### config.mk
export PLATFORM = sky130hd
export DESIGN_NAME = csc_control
export DESIGN_NICKNAME = d
export VERILOG_FILES = /design/src/inc/csc_pkg.sv /design/src/inc/csc_cmp_if.sv /design/src/verilog/csc_compare.sv /design/src/verilog/csc_control.sv
export SDC_FILE = /design/constraint.sdc
export NUM_CORES = 1
export LEC_CHECK = 0
export ABC_AREA = 0
export BUFFER_PORTS_ARGS = -buffer_cell sky130_fd_sc_hd__buf_2
export CAP_MARGIN = 15
export CORE_MARGIN = 1
export CORE_UTILIZATION = 51
export DETAILED_ROUTE_END_ITERATION = 8
export PLACE_DENSITY = 0.83
export SLEW_MARGIN = 20
export SYNTH_ARGS = -nofsm -noshare
export SYNTH_HDL_FRONTEND = slang
export SYNTH_SLANG_ARGS = --single-unit
export TNS_END_PERCENT = 1
### constraint.sdc
create_clock -name clock -period 3.5 [get_ports clock]
set_input_delay 0.35 -clock clock [delete_from_list [all_inputs] [get_ports clock]]
set_output_delay 0.35 -clock clock [all_outputs]
set_load 0.005 [all_outputs]
### src/inc/csc_pkg.sv
// Constants and types shared by the capacitive-sense control logic.
package csc_pkg;
  localparam logic [7:0] CSC_CONTROL_ADDR = 8'hB0;
  localparam logic [7:0] CSC_CONTROL_BIT_BASE = 8'hB0;
  localparam logic [7:0] CSC_CONTROL_RESET = 8'h00;
  localparam int CSC_ENABLE_POS = 7;
  localparam int CSC_DONE_POS = 5;
  localparam int CSC_BUSY_POS = 4;
  localparam int CSC_CMP_EN_POS = 3;
  localparam int CSC_EXCEEDED_POS = 0;
  localparam logic [7:0] CSC_UNUSED_MASK = 8'h46;
  localparam logic [2:0] CSC_TRIG_SOFTWARE = 3'h0;
  localparam logic [2:0] CSC_TRIG_ALT_A = 3'h6;
  localparam logic [2:0] CSC_TRIG_ALT_B = 3'h7;
  localparam logic [15:0] CSC_THRESHOLD_RESET = 16'h0000;
  typedef enum logic [0:0] {
    CSC_IDLE,
    CSC_CONVERTING
  } csc_state_t;
endpackage

### src/inc/csc_cmp_if.sv
// Signals between the control logic and the threshold comparator.
`timescale 1ns/1ps
interface csc_cmp_if;
  logic compare_enable;
  logic result_valid;
  logic [15:0] result;
  logic [15:0] threshold;
  logic exceeded;
  modport control (output compare_enable, output result_valid, output result,
    output threshold, input exceeded);
  modport comparator (input compare_enable, input result_valid, input result,
    input threshold, output exceeded);
endinterface

### src/verilog/csc_compare.sv
// Digital comparator that flags a finished result above the threshold.
`timescale 1ns/1ps
module csc_compare (
  input wire logic clock,
  input wire logic reset_n,
  csc_cmp_if.comparator cmp
);
  import csc_pkg::*;

  // The result is judged only while the comparator is enabled.
  always_ff @(posedge clock or negedge reset_n) begin
    if (!reset_n) begin
      cmp.exceeded <= 1'b0;
    end else begin
      cmp.exceeded <= cmp.result_valid && cmp.compare_enable &&
        (cmp.result > cmp.threshold);
    end
  end
endmodule

### src/verilog/csc_control.sv
// Control register, conversion sequencing and status flags of the capacitive sensor.
`timescale 1ns/1ps
module csc_control (
  input wire logic clock,
  input wire logic reset_n,
  input wire logic [7:0] sfr_addr,
  input wire logic [7:0] sfr_wdata,
  input wire logic sfr_wr,
  input wire logic sfr_rd,
  input wire logic sfr_bit_wr,
  input wire logic [7:0] sfr_bit_addr,
  input wire logic sfr_bit_value,
  output logic [7:0] sfr_rdata,
  input wire logic [2:0] conversion_trigger_mode,
  input wire logic [7:0] threshold_high_byte,
  input wire logic [7:0] threshold_low_byte,
  input wire logic conv_finish,
  input wire logic [15:0] conv_result,
  output logic sense_unit_enable,
  output logic conv_start,
  output logic conversion_busy,
  output logic conversion_done_flag,
  output logic threshold_compare_enable,
  output logic threshold_exceeded_flag
);
  import csc_pkg::*;

  // Returns the bits touched by a register access.
  function automatic logic [7:0] write_mask(input logic byte_hit, input logic bit_hit,
      input logic [2:0] bit_sel);
    logic [7:0] mask;
    mask = 8'h00;
    if (byte_hit) begin
      mask = 8'hFF;
    end else if (bit_hit) begin
      mask[bit_sel] = 1'b1;
    end
    return mask;
  endfunction

  // True for the trigger modes in which a software write starts a conversion.
  function automatic logic soft_start_mode(input logic [2:0] mode);
    return (mode == CSC_TRIG_SOFTWARE) || (mode == CSC_TRIG_ALT_A) ||
      (mode == CSC_TRIG_ALT_B);
  endfunction

  csc_cmp_if cmp ();
  csc_state_t state;
  logic [2:0] trigger_mode;
  logic byte_hit;
  logic bit_hit;
  logic [7:0] wr_mask;
  logic [7:0] wr_data;
  logic [7:0] control_byte;
  logic start_req;
  logic finish_event;
  logic done_clear;
  logic exceeded_clear;

  // Byte writes at the register address, or bit writes inside its bit range.
  assign byte_hit = sfr_wr && (sfr_addr == CSC_CONTROL_ADDR);
  assign bit_hit = sfr_bit_wr &&
    (sfr_bit_addr[7:3] == CSC_CONTROL_BIT_BASE[7:3]);
  assign wr_mask = write_mask(byte_hit, bit_hit, sfr_bit_addr[2:0]);
  assign wr_data = byte_hit ? sfr_wdata : {8{sfr_bit_value}};

  // Unused bits read zero; nothing ever stores them.
  always_comb begin
    control_byte = CSC_CONTROL_RESET & ~CSC_UNUSED_MASK;
    control_byte[CSC_ENABLE_POS] = sense_unit_enable;
    control_byte[CSC_DONE_POS] = conversion_done_flag;
    control_byte[CSC_BUSY_POS] = conversion_busy;
    control_byte[CSC_CMP_EN_POS] = threshold_compare_enable;
    control_byte[CSC_EXCEEDED_POS] = threshold_exceeded_flag;
  end

  assign start_req = wr_mask[CSC_BUSY_POS] && wr_data[CSC_BUSY_POS] && sense_unit_enable &&
    soft_start_mode(trigger_mode) && (state == CSC_IDLE);
  assign finish_event = conv_finish && (state == CSC_CONVERTING);
  assign done_clear = wr_mask[CSC_DONE_POS] && !wr_data[CSC_DONE_POS];
  assign exceeded_clear = wr_mask[CSC_EXCEEDED_POS] && !wr_data[CSC_EXCEEDED_POS];

  // Trigger mode and threshold are registered from their outside registers.
  always_ff @(posedge clock or negedge reset_n) begin
    if (!reset_n) begin
      trigger_mode <= CSC_TRIG_SOFTWARE;
      cmp.threshold <= CSC_THRESHOLD_RESET;
    end else begin
      trigger_mode <= conversion_trigger_mode;
      cmp.threshold <= {threshold_high_byte, threshold_low_byte};
    end
  end

  // Writable control bits.
  always_ff @(posedge clock or negedge reset_n) begin
    if (!reset_n) begin
      sense_unit_enable <= CSC_CONTROL_RESET[CSC_ENABLE_POS];
      threshold_compare_enable <= CSC_CONTROL_RESET[CSC_CMP_EN_POS];
    end else begin
      if (wr_mask[CSC_ENABLE_POS]) begin
        sense_unit_enable <= wr_data[CSC_ENABLE_POS];
      end
      if (wr_mask[CSC_CMP_EN_POS]) begin
        threshold_compare_enable <= wr_data[CSC_CMP_EN_POS];
      end
    end
  end

  // Conversion sequence; disabling the unit abandons a running conversion.
  always_ff @(posedge clock or negedge reset_n) begin
    if (!reset_n) begin
      state <= CSC_IDLE;
      conversion_busy <= 1'b0;
      conv_start <= 1'b0;
    end else begin
      conv_start <= start_req;
      case (state)
        CSC_IDLE: begin
          if (start_req) begin
            state <= CSC_CONVERTING;
            conversion_busy <= 1'b1;
          end
        end
        CSC_CONVERTING: begin
          if (!sense_unit_enable || conv_finish) begin
            state <= CSC_IDLE;
            conversion_busy <= 1'b0;
          end
        end
        default: begin
          state <= CSC_IDLE;
          conversion_busy <= 1'b0;
        end
      endcase
    end
  end

  // Sticky flags; a hardware set in the same cycle as a clear wins.
  always_ff @(posedge clock or negedge reset_n) begin
    if (!reset_n) begin
      conversion_done_flag <= CSC_CONTROL_RESET[CSC_DONE_POS];
      threshold_exceeded_flag <= CSC_CONTROL_RESET[CSC_EXCEEDED_POS];
    end else begin
      if (finish_event) begin
        conversion_done_flag <= 1'b1;
      end else if (wr_mask[CSC_DONE_POS]) begin
        conversion_done_flag <= wr_data[CSC_DONE_POS];
      end
      if (cmp.exceeded) begin
        threshold_exceeded_flag <= 1'b1;
      end else if (exceeded_clear) begin
        threshold_exceeded_flag <= 1'b0;
      end
    end
  end

  // Read data is registered; other addresses read zero.
  always_ff @(posedge clock or negedge reset_n) begin
    if (!reset_n) begin
      sfr_rdata <= 8'h00;
    end else begin
      sfr_rdata <= (sfr_rd && (sfr_addr == CSC_CONTROL_ADDR)) ? control_byte : 8'h00;
    end
  end

  // Comparator feed.
  always_ff @(posedge clock or negedge reset_n) begin
    if (!reset_n) begin
      cmp.compare_enable <= 1'b0;
      cmp.result_valid <= 1'b0;
      cmp.result <= 16'h0000;
    end else begin
      cmp.compare_enable <= threshold_compare_enable;
      cmp.result_valid <= finish_event;
      cmp.result <= conv_result;
    end
  end

  csc_compare u_compare (
    .clock(clock),
    .reset_n(reset_n),
    .cmp(cmp.comparator)
  );
endmodule

==> metrics.txt, run 1 <==
die height approximately 65 µm; initial antenna violation count 0; grt total ovfl 0; commonest non-fill, non-tap cell in the layout buf_2; GRT Total Usage 17.0%; distinct cell type count after synthesis 37; setup bufs post-CTS 0; met2 Use GR between 20 and 30%; minimum clock period 1.61 ns; final hold vios 0; CTS Sinks 50; cell accounting for the most synthesized area dfrtp_1; Syn. warnings 0; Die Area ~4200 µm²; Die Span X 64.8 µm; final RePlAce weighted congestion 0.749; cell family contributing the most delay on the critical path simple AND/OR/NAND/NOR gates; outcome finished, final reports clean; CP Max Fanout 3; Avg Cell Area, Syn 12.9 µm²; CTS tree built; kind of critical path register to register; GR met3 Demand/Resource roughly 5%; Fin Setup TNS 0 ns; worst slew pin tran slightly below 0.6 ns; Core Rows 22; Seq/Total Area, Yosys 62.3%; slowest stage delay, CP approximately 0.53 ns; clk_skew 0.00801 ns; io pins 80; synth top area cells dfrtp_1, ha_1, inv_1; Syn Inst Count 156; Via Count roughly 1400; Achievable Freq about 620 MHz; Worst setup SP type register; R2R Setup Slk roughly 1.9 ns; TritonRoute pass-1 iters 4; layout cells sized above 1 between 30% and 40%; CP Buf/Inv Count 0; core area ~3700 µm²; Register-to-Register Path Depth 5; TritonCTS buffer count 5; Max-Slew Margin vs Limit between 60% and 70%; GR Layer Usage met1 slightly above 20%; Max Cap Viol 0; Hold Buf Count CTS 0; Initial Utilization around 54%; post-CTS resize count 0; H-tree levels 2; Mapped Area 2010 µm²; Slew Limit Fails 0; WL final about 3300 µm; clock latency on the worst-skew pair about 0.29 ns; Initial DRC Count between 40 and 50; Clock Tree Buf Depth 2; clock root cell clkbuf_8; final cell count without fillers ~280; Via-to-Cell Ratio about 4.9; post-route clock period utilization 46.1%; RSZ-0062 raised after global routing no; largest net degree at the start of global routing 51; Reg-to-Reg End u_compare.cmp.exceeded; Layout Nets approximately 320; drt drc 0; Ant. Diodes 0; top-area cell type share of the netlist area 62.3%; DRT antenna net count 0; Reg-to-Reg Start cmp.result[10]; commonest non-fill, non-tap cells in the layout buf_2, dfrtp_1, inv_1, ha_1, a21oi_1; Power Density around 410 nW/µm²; clock-pin slew on the worst setup and hold paths about 0.080 ns; Most Crowded Layer GR met2; vias in the first global route 1279; Slowest cell on crit path or4_1; port bufs 73; # setup viols final 0; first-pass GRT wire length approximately 5300 µm; Critical Path AT about 1.8 ns; Crit path required time 3.68 ns; hpwl dp between 2000 and 3000 µm; Area Overhead vs Synth 24.5%; CP Cell Sequence ha_1 -> nand4_1 -> or4_1 -> nand3_1 -> a21oi_1; Cells after DPL ~280; CP Capture Type register; Pleak 1.35 nW; Wirelength per Cell approximately 12 µm; VDD IR max around 300 µV; FF+latch count, synth 50; HP Class input pin to asynchronous set/reset pin
synthesized netlist by cell type, drive strengths merged:
master	number
a31oi	1
a2111oi	2
nand3	6
nand3b	1
nor3	2
or2	2
o211ai	1
a221oi	1
nor4	1
conb	1
inv	19
nand2	3
and2	7
a21o	2
o21ai	2
and4bb	1
and4b	1
buf	3
a211oi	1
nor2b	1
ha	16
nor3b	1
a31o	1
or4	1
a2bb2oi	1
dfrtp	50
nand4b	1
nor2	6
nand4	7
a21oi	10
and3	2
mux2i	2
worst max-delay path by stage:
stage | start | to | slack [ns] | cells after the start
after detailed placement | sfr_bit_addr[6] | state | 1.83 | 6
after global placement | sfr_addr[3] | state | 1.85 | 6
after floorplan | cmp.result[10] | u_compare.cmp.exceeded | 2.00 | 5
after CTS | cmp.result[10] | u_compare.cmp.exceeded | 1.88 | 5
final | cmp.result[10] | u_compare.cmp.exceeded | 1.89 | 5
after global routing | cmp.result[1] | u_compare.cmp.exceeded | 1.72 | 6
registers in the layout, indices dropped and copies added (netlist names):
name                      cells
cmp.result                   16
cmp.threshold                16
sfr_rdata                     5
trigger_mode                  3
cmp.compare_enable            1
cmp.result_valid              1
conv_start                    1
conversion_busy               1
conversion_done_flag          1
sense_unit_enable             1
state                         1
threshold_compare_enable      1
threshold_exceeded_flag       1
u_compare.cmp.exceeded        1
final cells by class:
cell class	instances	area, µm²
Fill cell	304	1210
Sequential cell	50	1250
Timing Repair Buffer	73	368
Inverter	19	71.3
Multi-Input combinational cell	86	672
Tap cell	48	60.1
Clock inverter	2	10.0
Clock buffer	5	68.8
metal layers:
layer  vias up  part of all wire (%)
met1       637                    42
met2        49                    50
li1        689                     -
met3         4                   7.0
met4         0                  0.93
met5         -                     0
stage by stage:
| stage | power, mW | instance area (µm²) | setup WS [ns] | util, % | hold WS, ns |
|---|---|---|---|---|---|
| after CTS | 1.03 | 2500 | 1.88 | 67.2 | 0.152 |
| after floorplan | 0.670 | 2020 | 2.00 | - | 0.0544 |
| after global routing | 1.07 | 2500 | 1.72 | 67.3 | 0.101 |
| final | 1.02 | 2500 | 1.89 | 67.3 | 0.0641 |
| after global placement | 0.729 | 2420 | 1.85 | 65.1 | 0.435 |
| after detailed placement | 0.734 | 2420 | 1.83 | 65.1 | 0.429 |
power breakdown:
part           leakage [nW]  internal (mW)  switching, mW
clock network        0.0438          0.134          0.163
logic                 0.689         0.0524         0.0532
registers             0.615          0.603         0.0109
total                  1.35          0.790          0.227
kinds of logic (layout without fill, tap and decap cells):
group / after synthesis / in the layout / synth area share [%]
flops: 50 / 50 / 62.3
simple gates: 43 / 43 / 14.0
compound gates: 22 / 22 / 7.91
buf+inv: 22 / 99 / 4.67
fa+ha+maj: 16 / 16 / 9.96
mux: 2 / 2 / 0.996
other cells: 1 / 3 / 0.187
No activity file was read; power rests on OpenSTA's default activity.
==> run 2, diff against run 1 <==
Settings changed: CORE_UTILIZATION 51 to 47, PLACE_DENSITY 0.83 to 0.78.
Clock period 3.5 ns to 1.55 ns, I/O delays scaled along.
==> run 2 against run 1 <==
  * The run now ends with setup timing left
  * Sequential share of layout area decreased by 8.0 points
  * Maximum frequency grew 1.1%
  * Clock skew down 0.00096 ns
  * Routed wire length grew 27%
  * Power grew 140%
  * Clock power increased by 140%
  * Sequential power is 130% higher
==> metrics.txt, run 2 (synthesis results as in run 1) <==
H-tree levels 2; largest net degree at the start of global routing 29; CTS Sinks 50; Final Worst Setup Slack -0.0472 ns; Max Cap Viol 0; Critical Path AT roughly 1.8 ns; VDD IR max 886 µV; Area Overhead vs Synth 48.2%; final cell count without fillers ~330; # setup viols final 1; Core Rows 23; layout cells sized above 1 between 30 and 40%; CP Cell Sequence ha_4 -> nand4_1 -> or4_1 -> nand3_1 -> a21oi_2; GRT Total Usage about a fifth; Clock Tree Buf Depth 2; drt drc 0; CP Capture Type register; HP Class input pin to register; Regs by FF count cmp.result: 16 flops, cmp.threshold: 16 flops, sfr_rdata: 5 flops; violated checks setup timing; commonest non-fill, non-tap cell in the layout buf_2; clk_skew 0.00705 ns; first-pass GRT wire length 6490 µm; kind of critical path register to register; CTS tree built; slowest stage delay, CP roughly 0.54 ns; die height a little under 70 µm; top routing layer in use met4; Die Span X approximately 67 µm; Sw Share 23.3%; Cells after DPL between 200 and 300; met2 wire length ~2200 µm; R2R Setup Slk -0.05 ns; Ant. Diodes 0; final hold vios 0; Initial Utilization between 40% and 50%; Initial DRC Count 59; Wirelength per Cell between 10 and 15 µm; Internal between 1.5 and 2 mW; Crit path required time around 1.7 ns; final RePlAce weighted congestion approximately 0.8; clock root cell clkbuf_8; Layout Nets 358; TritonCTS buffer count 5; minimum clock period between 1.5 and 2 ns; Clk network pwr share ~29%; core area 4060 µm²; clock-pin slew on the worst setup and hold paths 0.08 ns; grt total ovfl 0; io pins 80; met3 wire len between 150 and 200 µm; pre-CTS WS -0.0646 ns; met1 WL roughly 1700 µm; Gate power share 14.3%; worst slew pin tran 0.514 ns; Fin Setup TNS -0.0472 ns; commonest non-fill, non-tap cells in the layout buf_2, dfrtp_1, dlygate4sd3_1, inv_1, ha_1; RSZ-0062 raised after global routing yes; clock latency on the worst-skew pair approximately 0.30 ns; Achievable Freq about 630 MHz; Worst setup SP type register; Layout fillers between 200 and 300; power share of the sequential group a little under three fifths; Via-to-Cell Ratio between 4 and 5; TritonRoute pass-1 iters 4; WL final approximately 4200 µm; vias in the first global route 1526; Slowest cell on crit path or4_1; CP Max Fanout 3; Slew Limit Fails 0; hpwl dp between 2000 and 3000 µm; Power Density approximately 820 nW/µm²; outcome finished with violations; Pleak around 1.5 nW; Max-Slew Margin vs Limit between 60% and 70%; Net Sw Power around 0.57 mW; DRT antenna net count 0; initial antenna violation count 0; Via Count ~1600; Die Area 4540 µm²; post-route clock period utilization 103%; port bufs 73
==> run 2: cell count changes in the layout (fill, tap and decap cells not counted), sizes merged <==
cell	previous run	this run
buf	73	78
clkbuf	5	6
dlygate4sd3	0	36
clkinv	2	0
clkinvlp	0	1
==> run 2: area by class of cell <==
type / count / area [µm²] / share of cell area [%]
Timing Repair Buffer: 114 / 776 / 26.1
Multi-Input combinational cell: 86 / 737 / 24.7
Clock buffer: 6 / 72.6 / 2.44
Clock inverter: 1 / 7.51 / 0.252
Tap cell: 50 / 62.6 / 2.10
Sequential cell: 50 / 1250 / 42.0
Inverter: 19 / 71.3 / 2.39
==> run 2: what timing repair did <==
action                                  in CTS  in global routing
endpoints found under the hold margin       57                  0
hold buffers                                36                  0
buffers inserted                             0                  1
resized for setup                            2                  8
pin swaps                                    7                  8
endpoints found under the setup margin       1                  1
==> run 2: path summary, 6_finish.rpt <==
kind	startpoint	cells after the start	end
worst min-delay path	sfr_wdata[7]	3	sense_unit_enable
worst max register to register	cmp.result[10]	5	u_compare.cmp.exceeded
min in group asynchronous	reset_n	2	cmp.result[2]
worst min register to register	threshold_compare_enable	0	cmp.compare_enable
max in group asynchronous	reset_n	3	sense_unit_enable
worst max-delay path	cmp.result[10]	5	u_compare.cmp.exceeded
==> run 2: critical path: cells and delay by family, from the launching register on <==
kind,cells,cell delay [ns]
AO/OA/AOI/OAI,1,0.03
adder cells (fa/ha/maj),1,0.28
AND/OR/NAND/NOR,3,0.78
flip-flops,1,0.41
==> run 2: metrics by stage <==
stage	area (µm²)	util (%)	power [mW]	hold slack [ns]
floorplan	2020	-	1.51	-0.141
global placement	2460	60.7	1.66	0.146
detailed placement	2460	60.7	1.67	0.150
CTS	2930	72.2	2.44	0.117
global route	2980	73.4	2.56	0.121
finish	2980	73.4	2.44	0.117
==> run 2: power groups by stage <==
stage	Sequential (mW)	Clock, mW	Combinational (mW)
after floorplan	1.41	0	0.105
after global placement	1.41	0	0.246
after detailed placement	1.41	0	0.256
after CTS	1.39	0.722	0.333
after global routing	1.40	0.778	0.387
final	1.39	0.700	0.348
==> run 2: metal layers <==
layer / track usage [%] / vias to the layer above
li1: - / 775
met4: 9.57 / 0
met2: 37.3 / 43
met5: 0 / -
met3: 5.24 / 9
met1: 22.1 / 734
==> run 3, diff against run 2 <==
Settings changed: REMOVE_ABC_BUFFERS from default to 1.
==> run 3 against run 2 <==
  * First-iteration DRC count increased by 12%
  * Final cell count up 0.92%
  * The run still ends with setup timing left
  * Sequential power about the same
  * Clock power is 5.0% higher
  * Via count decreased by 0.13%
  * Largest cell class unchanged
  * Worst hold slack about the same
  * Maximum frequency down 0.77%
  * Cell area up 0.46%
  * Largest power group unchanged
==> metrics.txt, run 3 (synthesis results as in run 1) <==
WP depth 5; Slew Limit Fails 0; DRT antenna net count 0; violated checks setup timing; port bufs 73; Via-to-Cell Ratio 4.74; CP Max Fanout 3; Clock Tree Buf Depth 2; die height roughly 67 µm; HP Class input pin to register; Via Count 1559; Die Area roughly 4500 µm²; # setup viols final 1; first-pass GRT wire length between 6000 and 7000 µm; kind of critical path register to register; drt drc 0; Die Span X between 60 and 70 µm; final RePlAce weighted congestion between 0.8 and 0.9; Worst setup SP type register; Tot Pwr 2.47 mW; clock-pin slew on the worst setup and hold paths ~0.080 ns; Final Worst Setup Slack -0.0596 ns; VDD IR max slightly above 600 µV; initial antenna violation count 0; grt total ovfl 0; Pleak about 1.5 nW; clk_skew 0.00751 ns; Crit path required time approximately 1.7 ns; pre-CTS WS -0.0942 ns; hold wc startpoint sfr_wdata[7]; hpwl dp 2880 µm; CP Cell Sequence ha_4 -> nand4_1 -> or4_4 -> nand3_2 -> a21oi_2; commonest non-fill, non-tap cell in the layout buf_2; worst setup path startpoint cmp.result[7]; Ant. Diodes 0; Initial DRC Count 66; Regs by FF count cmp.result: 16 flops, cmp.threshold: 16 flops, sfr_rdata: 5 flops; GRT Total Usage between 20% and 30%; CP Buf/Inv Count 0; Achievable Freq just over 600 MHz; clock root cell clkbuf_8; io pins 80; vias in the first global route 1580; WHS Path Cells 3; RSZ-0062 raised after global routing yes; cell family contributing the most delay on the critical path simple AND/OR/NAND/NOR gates; Layout fillers 266; H-tree levels 2; core area a little over 4000 µm²; commonest non-fill, non-tap cells in the layout buf_2, dfrtp_1, dlygate4sd3_1, inv_1, ha_1; CTS tree built; Slowest cell on crit path or4_4; Layout Nets between 300 and 400; Wirelength per Cell between 10 and 15 µm; outcome finished with violations; largest net degree at the start of global routing 22; Reg-to-Reg Start cmp.result[7]; final hold vios 0; Area Overhead vs Synth 48.9%; Register-to-Register Path Depth 5; Power Density 825 nW/µm²; CP Capture Type register; TritonRoute pass-1 iters 3; Max Cap Viol 0; post-route clock period utilization 104%; WL final 4100 µm; Hold Slack approximately 0.12 ns; Core Rows 23; TritonCTS buffer count 5; Initial Utilization between 40% and 50%; Critical Path AT around 1.8 ns; slowest stage delay, CP 0.55 ns; clock latency on the worst-skew pair around 0.29 ns; minimum clock period 1.61 ns; layout cells sized above 1 36.6%; CTS Sinks 50
run 3: report_power, final:
| part | switching (mW) | internal (mW) |
|---|---|---|
| clock | 0.375 | 0.360 |
| sequential | 0.0280 | 1.36 |
| combinational | 0.146 | 0.198 |
| total | 0.549 | 1.92 |
run 3: area by class of cell:
cell class | instances | area [µm²] | share of cell area (%)
clock buffers | 7 | 86.3 | 2.89
inverters | 19 | 71.3 | 2.38
clock inverters | 1 | 5.00 | 0.167
flip-flops and latches | 50 | 1250 | 41.8
multi-input cells | 86 | 737 | 24.6
repair buffers | 116 | 778 | 26.0
well taps | 50 | 62.6 | 2.09
run 3: worst register-to-register path, cell delays in order, from the launching register on:
cell     delay (ns)
dfrtp_1        0.40
ha_4           0.28
nand4_1        0.15
or4_4          0.55
nand3_2        0.08
a21oi_2        0.03
run 3: final timing paths:
path	slack, ns	end
setup / recovery	-0.06	u_compare.cmp.exceeded
hold / removal	0.12	sense_unit_enable
setup reg to reg	-0.06	u_compare.cmp.exceeded
hold reg to reg	0.45	threshold_exceeded_flag
max in group asynchronous	0.62	cmp.result[2]
min in group asynchronous	0.32	conversion_busy
run 3: per-layer routing:
metal	track usage, %	share of wire, %	routed length [µm]	vias to the layer above
li1	-	-	-	774
met1	23.0	42	1700	743
met2	37.1	54	2220	37
met3	4.56	3.6	146	5
met4	7.18	0.88	36	0
met5	0	0	0	-
run 3: metrics by stage:
stage,util (%),std cells,setup TNS (ns),area (µm²)
CTS,72.9,329,-0.0562,2960
finish,73.7,329,-0.0596,2990
floorplan,-,155,0,1990
global placement,61.0,285,-0.0653,2470
global route,73.7,329,-0.135,2990
detailed placement,61.0,285,-0.0942,2470
run 3: what timing repair did:
item | CTS | global route
endpoints found under the hold margin | 51 | 0
gates resized for setup | 4 | 6
setup buffers | 0 | 0
hold buffers | 36 | 0
pin swaps | 6 | 4
endpoints found under the setup margin | 1 | 1
